[config.mk]
export PLATFORM = sky130hd
export DESIGN_NAME = ctp_throttle_cfg
export DESIGN_NICKNAME = d
export VERILOG_FILES = /design/src/hw/ctp_pkg.sv /design/src/hw/ctp_ctl_if.sv /design/src/hw/ctp_modulator.sv /design/src/hw/ctp_throttle_cfg.sv /design/src/hw/ctp_video_watch.sv
export SDC_FILE = /design/constraint.sdc
export NUM_CORES = 1
export LEC_CHECK = 0
export BUFFER_PORTS_ARGS = -buffer_cell sky130_fd_sc_hd__buf_2
export CORE_ASPECT_RATIO = 0.75
export CORE_MARGIN = 3
export CORE_UTILIZATION = 41
export DETAILED_ROUTE_END_ITERATION = 10
export MAX_ROUTING_LAYER = met4
export PLACE_DENSITY_LB_ADDON = 0.05
export RECOVER_POWER = 100
export SETUP_SLACK_MARGIN = 0.02
export SLEW_MARGIN = 20
export SYNTH_ARGS = -nofsm -noshare
export SYNTH_HDL_FRONTEND = slang
export SYNTH_SLANG_ARGS = --single-unit
[constraint.sdc]
create_clock -name mclk -period 2.9 [get_ports mclk]
set_clock_uncertainty 0.1 [all_clocks]
set_input_delay 0.145 -clock mclk [delete_from_list [all_inputs] [get_ports mclk]]
set_output_delay 0.145 -clock mclk [all_outputs]
set_load 0.01 [all_outputs]
[src/hw/ctp_pkg.sv]
`default_nettype none
package ctp_pkg;
  // Function 0 configuration indices
  localparam logic [7:0] CTP_IDX_THR_CFG = 8'h96;
  localparam logic [7:0] CTP_IDX_VOVF_LO = 8'hA8;
  localparam logic [7:0] CTP_IDX_VOVF_HI = 8'hA9;
  localparam logic [7:0] CTP_IDX_CPU_STOP_REQUEST_N_CMD = 8'hAE;
  localparam logic [7:0] CTP_IDX_SH_3F2 = 8'hB4;
  localparam logic [7:0] CTP_IDX_SH_3F7 = 8'hB5;
  localparam logic [7:0] CTP_IDX_SH_1F2 = 8'hB6;
  localparam logic [7:0] CTP_IDX_SH_1F7 = 8'hB7;
  localparam logic [7:0] CTP_IDX_SW_SMI = 8'hD0;
  // Function 1 memory offset
  localparam logic [7:0] CTP_OFS_REARM = 8'h08;
  // Throttle configuration fields
  localparam int CTP_THR_EN_BIT = 0;
  localparam int CTP_SMI_POL_BIT = 1;
  localparam int CTP_LV_CPU_STOP_REQUEST_N_BIT = 2;
  localparam int CTP_ISA_CLK_BIT = 3;
  localparam int CTP_PWR_DIS_BIT = 4;
  localparam logic [7:0] CTP_THR_CFG_RST = 8'h00;
  localparam logic [7:0] CTP_THR_CFG_WMASK = 8'h1F;
  localparam logic [15:0] CTP_VOVF_RST = 16'h0000;
  localparam logic [15:0] CTP_REARM_RDATA = 16'h0000;
  // Snooped I/O ports
  localparam logic [15:0] CTP_PORT_3F2 = 16'h03F2;
  localparam logic [15:0] CTP_PORT_3F7 = 16'h03F7;
  localparam logic [15:0] CTP_PORT_1F2 = 16'h01F2;
  localparam logic [15:0] CTP_PORT_1F7 = 16'h01F7;
  // Timing
  localparam int CTP_CLK_MHZ = 50;
  localparam int CTP_IVL_US = 32;
  localparam int CTP_IVL_CYC = CTP_IVL_US * CTP_CLK_MHZ;
  localparam int CTP_VID_WIN_MS = 100;
  localparam int CTP_VID_WIN_CYC = CTP_VID_WIN_MS * 1000 * CTP_CLK_MHZ;
  typedef enum logic [1:0] {CTP_CPU_STOP_REQUEST_N_IDLE, CTP_CPU_STOP_REQUEST_N_REQ, CTP_CPU_STOP_REQUEST_N_HELD} ctp_cpu_stop_request_n_t;
endpackage
`default_nettype wire

[src/hw/ctp_ctl_if.sv]
`default_nettype none
interface ctp_ctl_if;
  logic thr_run;
  logic [7:0] off_count;
  logic [7:0] on_count;
  logic mod_stop;
  logic vid_trig;
  logic vid_active;
  logic ovf_inc;
  modport top_mp (output thr_run, off_count, on_count, vid_trig, vid_active,
                  input mod_stop, ovf_inc);
  modport mod_mp (input thr_run, off_count, on_count, output mod_stop);
  modport vid_mp (input vid_trig, vid_active, output ovf_inc);
endinterface
`default_nettype wire

[src/hw/ctp_modulator.sv]
`default_nettype none
module ctp_modulator
  import ctp_pkg::*;
#(
  parameter int IVL_CYC_P = CTP_IVL_CYC
) (
  input wire logic mclk,
  input wire logic srst,
  ctp_ctl_if.mod_mp ctl
);
  localparam int TW = $clog2(IVL_CYC_P);
  if (IVL_CYC_P < 2) begin : g_chk
    $error("ctp_modulator: interval must be at least two cycles");
  end
  logic [TW-1:0] tick_q;
  logic tick;
  logic phase_q;
  logic [7:0] ivl_q;
  logic [7:0] cur;

  assign tick = (tick_q == TW'(IVL_CYC_P - 1));
  assign cur = phase_q ? ctl.on_count : ctl.off_count;

  // Speedup or disable restarts the interval clock too
  always_ff @(posedge mclk) begin
    if (srst || !ctl.thr_run) begin
      tick_q <= '0;
    end else if (tick) begin
      tick_q <= '0;
    end else begin
      tick_q <= tick_q + TW'(1);
    end
  end

  // A zero count still lasts one interval
  always_ff @(posedge mclk) begin
    if (srst || !ctl.thr_run) begin
      phase_q <= 1'b0;
      ivl_q <= 8'h00;
    end else if (tick) begin
      if ((ivl_q + 8'h01) >= cur || cur == 8'h00) begin
        phase_q <= !phase_q;
        ivl_q <= 8'h00;
      end else begin
        ivl_q <= ivl_q + 8'h01;
      end
    end
  end

  assign ctl.mod_stop = phase_q;
endmodule // ctp_modulator
`default_nettype wire

[src/hw/ctp_throttle_cfg.sv]
`default_nettype none
// Overview of operation
// - Config bit 4 high disables power savings, low keeps it active.
// - Config bit 3 selects whether the ISA clock stops in power savings.
// - Config bit 2 enables low-voltage suspend allowing processor power-down.
// - Policy bit 0: SYSTEM_MGMT_INTERRUPT loads interrupt speedup timer, throttling pauses meanwhile.
// - Policy bit 1: SYSTEM_MGMT_INTERRUPT halts throttling until the re-arm register is read.
// - Policy bit has no effect while throttle enable is zero.
// - Enable bit 1 alternates stop request for OFF and ON counts.
// - Video trigger starts 100 ms window; expiry while active counts and restarts.
// - With policy 1, reading the re-arm register re-enables halted throttling.
// - Re-arm read data meaningless; read while disabled has no effect.
// - Writes to ports 3F2h and 3F7h captured in read-only shadows.
// - Writes to ports 1F2h and 1F7h captured in read-only shadows.
// - Shadows follow snooped writes, reset undefined, not writable directly.
// - Suspend command register at index AEh gives software suspend entry.
// - Software SYSTEM_MGMT_INTERRUPT register at index D0h enters SYSTEM_MGMT_INTERRUPT by a write.
// - Suspend command write starts stop handshake if clock-stop bit and SYSTEM_MGMT_INTERRUPT status zero.
// - Any write to software SYSTEM_MGMT_INTERRUPT register raises an SYSTEM_MGMT_INTERRUPT, data ignored.
module ctp_throttle_cfg
  import ctp_pkg::*;
#(
  parameter int VID_WIN_CYC_P = CTP_VID_WIN_CYC,
  parameter int IVL_CYC_P = CTP_IVL_CYC
) (
  input wire logic mclk,
  input wire logic srst,
  input wire logic cfg_wr,
  input wire logic cfg_rd,
  input wire logic [7:0] cfg_addr,
  input wire logic [7:0] cfg_wdata,
  output logic [7:0] cfg_rdata,
  input wire logic mem_rd,
  input wire logic [7:0] mem_addr,
  output logic [15:0] mem_rdata,
  input wire logic io_wr,
  input wire logic [15:0] io_addr,
  input wire logic [7:0] io_wdata,
  input wire logic [7:0] off_count,
  input wire logic [7:0] on_count,
  input wire logic smi_event,
  input wire logic irq_speedup_active,
  input wire logic video_speedup_trigger,
  input wire logic video_speedup_active,
  input wire logic clock_stop_ctrl,
  input wire logic smi_status_any,
  input wire logic wake_event,
  input wire logic cpu_stop_ack_n,
  output logic cpu_stop_request_n,
  output logic system_mgmt_interrupt,
  output logic irq_speedup_load,
  output logic power_savings_en,
  output logic isa_clk_stop_include,
  output logic low_voltage_suspend_en
);
  ctp_ctl_if u_ctl ();

  logic [7:0] cfg_q;
  logic [15:0] vovf_q;
  logic [7:0] sh_3f2_q;
  logic [7:0] sh_3f7_q;
  logic [7:0] sh_1f2_q;
  logic [7:0] sh_1f7_q;
  logic [7:0] cfg_rdata_q;
  logic [15:0] mem_rdata_q;
  logic sw_smi_q;
  logic smi_halt_q;
  logic stop_req_n_q;
  logic ack_s1_q;
  logic ack_s2_q;
  logic ack_s3_q;
  logic ack_q;
  ctp_cpu_stop_request_n_t cpu_stop_request_n_q;
  logic thr_en;
  logic smi_pol;
  logic smi_any;
  logic halt_set;
  logic rearm_rd;
  logic rearm_clr;
  logic cpu_stop_request_n_cmd_ok;
  logic wr_cfg;

  assign thr_en = cfg_q[CTP_THR_EN_BIT];
  assign smi_pol = cfg_q[CTP_SMI_POL_BIT];
  assign wr_cfg = cfg_wr && (cfg_addr == CTP_IDX_THR_CFG);
  assign smi_any = smi_event || sw_smi_q;
  assign halt_set = thr_en && smi_pol && smi_any;
  assign rearm_rd = mem_rd && (mem_addr == CTP_OFS_REARM);
  assign rearm_clr = rearm_rd && thr_en && smi_pol;
  assign cpu_stop_request_n_cmd_ok = cfg_wr && (cfg_addr == CTP_IDX_CPU_STOP_REQUEST_N_CMD) && !clock_stop_ctrl &&
                       !smi_status_any;

  // Reserved upper bits are not stored and read back as zero
  always_ff @(posedge mclk) begin
    if (srst) begin
      cfg_q <= CTP_THR_CFG_RST;
    end else if (wr_cfg) begin
      cfg_q <= cfg_wdata & CTP_THR_CFG_WMASK;
    end
  end

  assign power_savings_en = !cfg_q[CTP_PWR_DIS_BIT];
  assign isa_clk_stop_include = cfg_q[CTP_ISA_CLK_BIT];
  assign low_voltage_suspend_en = cfg_q[CTP_LV_CPU_STOP_REQUEST_N_BIT];

  // Policy 0 hands the SYSTEM_MGMT_INTERRUPT to the external interrupt speedup timer
  assign irq_speedup_load = thr_en && !smi_pol && smi_any;

  // Set wins over a re-arm read in the same cycle
  always_ff @(posedge mclk) begin
    if (srst || !thr_en) begin
      smi_halt_q <= 1'b0;
    end else if (halt_set) begin
      smi_halt_q <= 1'b1;
    end else if (rearm_clr) begin
      smi_halt_q <= 1'b0;
    end
  end

  assign u_ctl.thr_run = thr_en && !smi_halt_q && !irq_speedup_active &&
                         !video_speedup_active;
  assign u_ctl.off_count = off_count;
  assign u_ctl.on_count = on_count;
  assign u_ctl.vid_trig = video_speedup_trigger;
  assign u_ctl.vid_active = video_speedup_active;

  ctp_modulator #(
    .IVL_CYC_P(IVL_CYC_P)
  ) u_mod (
    .mclk(mclk),
    .srst(srst),
    .ctl(u_ctl.mod_mp)
  );

  ctp_video_watch #(
    .WIN_CYC_P(VID_WIN_CYC_P)
  ) u_vid (
    .mclk(mclk),
    .srst(srst),
    .ctl(u_ctl.vid_mp)
  );

  // Hardware increment beats a same-cycle software write so no overflow is lost
  always_ff @(posedge mclk) begin
    if (srst) begin
      vovf_q <= CTP_VOVF_RST;
    end else if (u_ctl.ovf_inc) begin
      vovf_q <= vovf_q + 16'h0001;
    end else if (cfg_wr && cfg_addr == CTP_IDX_VOVF_LO) begin
      vovf_q[7:0] <= cfg_wdata;
    end else if (cfg_wr && cfg_addr == CTP_IDX_VOVF_HI) begin
      vovf_q[15:8] <= cfg_wdata;
    end
  end

  // Shadows carry no reset: their content is only meaningful after a snooped write
  always_ff @(posedge mclk) begin
    if (io_wr) begin
      if (io_addr == CTP_PORT_3F2) begin
        sh_3f2_q <= io_wdata;
      end
      if (io_addr == CTP_PORT_3F7) begin
        sh_3f7_q <= io_wdata;
      end
      if (io_addr == CTP_PORT_1F2) begin
        sh_1f2_q <= io_wdata;
      end
      if (io_addr == CTP_PORT_1F7) begin
        sh_1f7_q <= io_wdata;
      end
    end
  end

  always_ff @(posedge mclk) begin
    if (srst) begin
      sw_smi_q <= 1'b0;
    end else begin
      sw_smi_q <= cfg_wr && (cfg_addr == CTP_IDX_SW_SMI);
    end
  end

  assign system_mgmt_interrupt = sw_smi_q;

  // Write-only indices and unmapped indices read as zero
  always_ff @(posedge mclk) begin
    if (srst) begin
      cfg_rdata_q <= 8'h00;
    end else if (cfg_rd) begin
      case (cfg_addr)
        CTP_IDX_THR_CFG: cfg_rdata_q <= cfg_q;
        CTP_IDX_VOVF_LO: cfg_rdata_q <= vovf_q[7:0];
        CTP_IDX_VOVF_HI: cfg_rdata_q <= vovf_q[15:8];
        CTP_IDX_SH_3F2: cfg_rdata_q <= sh_3f2_q;
        CTP_IDX_SH_3F7: cfg_rdata_q <= sh_3f7_q;
        CTP_IDX_SH_1F2: cfg_rdata_q <= sh_1f2_q;
        CTP_IDX_SH_1F7: cfg_rdata_q <= sh_1f7_q;
        default: cfg_rdata_q <= 8'h00;
      endcase
    end
  end

  assign cfg_rdata = cfg_rdata_q;

  always_ff @(posedge mclk) begin
    if (srst) begin
      mem_rdata_q <= 16'h0000;
    end else if (mem_rd) begin
      mem_rdata_q <= CTP_REARM_RDATA;
    end
  end

  assign mem_rdata = mem_rdata_q;

  // Acknowledge pin: three stages, change accepted when last two agree
  always_ff @(posedge mclk) begin
    if (srst) begin
      ack_s1_q <= 1'b1;
      ack_s2_q <= 1'b1;
      ack_s3_q <= 1'b1;
    end else begin
      ack_s1_q <= cpu_stop_ack_n;
      ack_s2_q <= ack_s1_q;
      ack_s3_q <= ack_s2_q;
    end
  end

  always_ff @(posedge mclk) begin
    if (srst) begin
      ack_q <= 1'b0;
    end else if (ack_s2_q == ack_s3_q) begin
      ack_q <= !ack_s3_q;
    end
  end

  // Held until the processor acknowledges, then until a wake event or a SYSTEM_MGMT_INTERRUPT
  always_ff @(posedge mclk) begin
    if (srst) begin
      cpu_stop_request_n_q <= CTP_CPU_STOP_REQUEST_N_IDLE;
    end else begin
      case (cpu_stop_request_n_q)
        CTP_CPU_STOP_REQUEST_N_IDLE: if (cpu_stop_request_n_cmd_ok) begin
          cpu_stop_request_n_q <= CTP_CPU_STOP_REQUEST_N_REQ;
        end
        CTP_CPU_STOP_REQUEST_N_REQ: if (ack_q) begin
          cpu_stop_request_n_q <= CTP_CPU_STOP_REQUEST_N_HELD;
        end
        CTP_CPU_STOP_REQUEST_N_HELD: if (wake_event || smi_any) begin
          cpu_stop_request_n_q <= CTP_CPU_STOP_REQUEST_N_IDLE;
        end
        default: cpu_stop_request_n_q <= CTP_CPU_STOP_REQUEST_N_IDLE;
      endcase
    end
  end

  always_ff @(posedge mclk) begin
    if (srst) begin
      stop_req_n_q <= 1'b1;
    end else begin
      stop_req_n_q <= !(u_ctl.mod_stop || cpu_stop_request_n_q != CTP_CPU_STOP_REQUEST_N_IDLE);
    end
  end

  assign cpu_stop_request_n = stop_req_n_q;
endmodule // ctp_throttle_cfg
`default_nettype wire

[src/hw/ctp_video_watch.sv]
`default_nettype none
module ctp_video_watch
  import ctp_pkg::*;
#(
  parameter int WIN_CYC_P = CTP_VID_WIN_CYC
) (
  input wire logic mclk,
  input wire logic srst,
  ctp_ctl_if.vid_mp ctl
);
  localparam int WW = $clog2(WIN_CYC_P);
  if (WIN_CYC_P < 2) begin : g_chk
    $error("ctp_video_watch: window must be at least two cycles");
  end
  logic [WW-1:0] win_q;
  logic expire;
  logic ovf_inc_q;

  assign expire = ctl.vid_active && !ctl.vid_trig && (win_q == WW'(WIN_CYC_P - 1));

  // Every trigger restarts the window; a lapsed speedup stops it
  always_ff @(posedge mclk) begin
    if (srst || ctl.vid_trig || !ctl.vid_active || expire) begin
      win_q <= '0;
    end else begin
      win_q <= win_q + WW'(1);
    end
  end

  always_ff @(posedge mclk) begin
    if (srst) begin
      ovf_inc_q <= 1'b0;
    end else begin
      ovf_inc_q <= expire;
    end
  end

  assign ctl.ovf_inc = ovf_inc_q;
endmodule // ctp_video_watch
`default_nettype wire
==> impl_metrics.py <==
metrics = {
    "run_status": {
        "run_status": "complete, no violations",
    },
    "detailed_routing": {
        "vias_per_cell": 5.32,
        "drc": 0,
        "initialDrtViolationCount": 291,
        "wl_per_cell_um": 15.5,
        "drt_first_pass_iters": 7,
        "ant_nets": 0,
        "vias": 4778,
        "wirelength_um": 13900,
    },
    "cells_and_area": {
        "drive_above_1_share_pct": 15.4,
        "antenna_cells": 0,
        "nets": 804,
        "post-route-util_pct": 52.7,
        "final_cell_mix": "dfxtp_1, nor2_1, buf_2",
        "final_common_cell": "dfxtp_1",
        "area_growth_pct": 24.4,
        "stdcell_count": 898,
    },
    "grt": {
        "grt_pass1_vias": 4509,
        "antenna_found_initial": 0,
        "track_usage_pct": 19.6,
        "grt_pass1_wl_um": 22600,
        "overflow": 0,
        "grt_max_degree": 36,
    },
    "critical_path": {
        "crit_fanout": 6,
        "cp-end-kind": "register",
        "worstSetupStartpoint": "u_mod.ivl_q[0]",
        "crit_type": "register to register",
        "cp-start-kind": "register",
        "arrival_ns": 2.90,
        "crit_required_ns": 3.09,
        "reg2reg_from": "u_mod.ivl_q[0]",
    },
    "power": {
        "p_leak_nw": 2.50,
        "cellPowerDensity_nw_per_um2": 569,
        "vdd_drop_max_mv": 0.491,
    },
    "logic_synthesis": {
        "synth_top_cells_by_area": "dfxtp_1, edfxtp_1, nor2_1, nand2_1, nand3_1",
        "synthDistinctLibCells": 60,
        "yosysSeqAreaShare_pct": 46.9,
        "yosys_most_used_dff": "dfxtp_1",
        "yosys_warnings": 0,
        "synth_edf_count": 32,
        "synthCells": 593,
        "ys_seq_elements": 114,
        "syn-cell-area_um2": 5550,
        "async_flop_share_pct": 0,
        "syn_avg_cell_area_um2": 9.36,
        "synth_top_area_share_pct": 29.6,
        "yosys.area.top_type": "dfxtp_1",
    },
    "sta": {
        "hold_violations": 0,
        "tightest_slew_ns": 0.833,
        "finalCritPeriodShare_pct": 93.2,
        "timing.slew.headroom_pct": 43.9,
        "setup_ws_ns": 0.196,
        "slew_viol_final": 0,
        "fmax_ghz": 0.370,
        "setup_viol": 0,
        "finalSetupTns_ns": 0,
        "period_needed_ns": 2.70,
        "rsz0062_at_grt": "false",
    },
    "clock_network": {
        "root_buffer": "clkbuf_16",
        "tritoncts": "built",
        "clock_path_buffers": 2,
        "clkSinkCount": 114,
        "numCtsBuffers": 17,
        "clock_latency_ns": 0.41,
        "cts.clk_slew.worst_paths_ns": 0.05,
        "cts_setup_buffers": 0,
        "htree_levels": 4,
    },
    "flow_run": {
        "cap_violations": 0,
    },
    "placement": {
        "place_congestion": 0.844,
        "placedCellCount": 842,
        "place_ws_ns": 0.143,
        "hpwl_um": 10100,
        "io_buffers": 91,
    },
    "floorplan": {
        "die-area_um2": 15000,
        "die_w_um": 140,
        "fp-row-count": 36,
        "die_y_um": 107,
        "start_util_pct": 42.3,
        "coreArea_um2": 13100,
        "top_level_ports": 108,
    },
    "min_path": {
        "hold_start": "mem_rd",
        "worstHoldPathType": "input port to register",
    },
}
==> worst paths after layout <==
path	to	slack (ns)	depth (start not counted)
hold reg to reg	ack_s2_q	0.31	1
hold / removal	smi_halt_q	0.01	4
setup reg to reg	u_mod.ivl_q[1]	0.20	9
setup / recovery	u_mod.ivl_q[1]	0.20	9
==> logic make-up after synthesis <==
logic type	after synthesis	share of synthesized area [%]
simple gates	274	25.3
flops	114	46.9
compound gates	91	10.5
buf+inv	46	4.49
xor+xnor	34	5.37
mux	21	4.73
fa+ha+maj	12	2.71
other cells	1	0.0676
==> power breakdown <==
part	internal [mW]	total (mW)	switching (mW)
clock	1.35	2.11	0.753
sequential	1.64	1.64	0.00382
combinational	0.0839	0.180	0.0965
==> flip-flops by register name, summed over array words and instances, names as in the netlist, 2 cells and up <==
register and count:
sh_3f2_q 8, u_mod.tick_q 11, sh_3f7_q 8, cfg_q 5
cpu_stop_request_n_q 2, sh_1f2_q 8, vovf_q 16, u_mod.ivl_q 8
cfg_rdata 8, sh_1f7_q 8, u_vid.win_q 23
==> through the flow <==
step                      power (mW)  instance area (µm²)  hold WS (ns)
after global routing            4.08                 6900        0.0291
after floorplan                 1.77                 5610         0.144
final                           3.93                 6900        0.0138
after detailed placement        1.84                 6130         0.243
after global placement          1.83                 6130         0.249
after CTS                       3.97                 6960       0.00948
==> layout make-up <==
type / instances / area, µm²
timing repair buffer: 122 / 699
clock inverter: 12 / 158
inverter: 11 / 41.3
sequential: 114 / 2600
multi-input combinational: 448 / 2750
tap: 171 / 214
fill: 1246 / 6200
clock buffer: 20 / 437
==> cells in the mapped netlist (3+ instances only) <==
cell / count
a211oi_1: 3
a21oi_1: 33
a222oi_1: 4
a22o_1: 5
a22oi_1: 6
a31oi_1: 6
and2_1: 4
and3_1: 19
and4_1: 4
buf_2: 4
buf_4: 17
clkbuf_1: 12
dfxtp_1: 82
edfxtp_1: 32
ha_1: 12
inv_1: 11
mux2i_1: 15
mux4_2: 4
nand2_1: 52
nand2b_1: 6
nand3_1: 38
nand4_1: 13
nor2_1: 69
nor2b_1: 6
nor3_1: 22
nor4_1: 14
nor4b_1: 4
o211ai_1: 5
o21ai_0: 15
or2_2: 5
or4_1: 4
xnor2_1: 21
xor2_1: 13
==> critical path, stage by stage, from the launching register on <==
cell and delay (ns):
dfxtp_1 0.41, and3_1 0.17, nand3_1 0.11, and2_0 0.19, or2_2 0.29, ha_1 0.30
nand2_1 0.06, or4_4 0.51, and3_1 0.24, a22o_1 0.20
==> layer usage <==
metal | routed length (µm) | vias up | share of wire [%] | GRT usage (%)
li1 | - | 2388 | - | -
met2 | 6280 | 152 | 45 | 29.3
met4 | 190 | 0 | 1.4 | 6.78
met3 | 795 | 13 | 5.7 | 4.81
met5 | 0 | - | 0 | -
met1 | 6630 | 2225 | 48 | 26.2
==> repair_timing <==
item                                    CTS  global route
endpoints found under the setup margin    0             1
hold buffers                             24             0
endpoints found under the hold margin    56             0
gates resized for setup                   0             2
(Power assumes the default switching activity.)
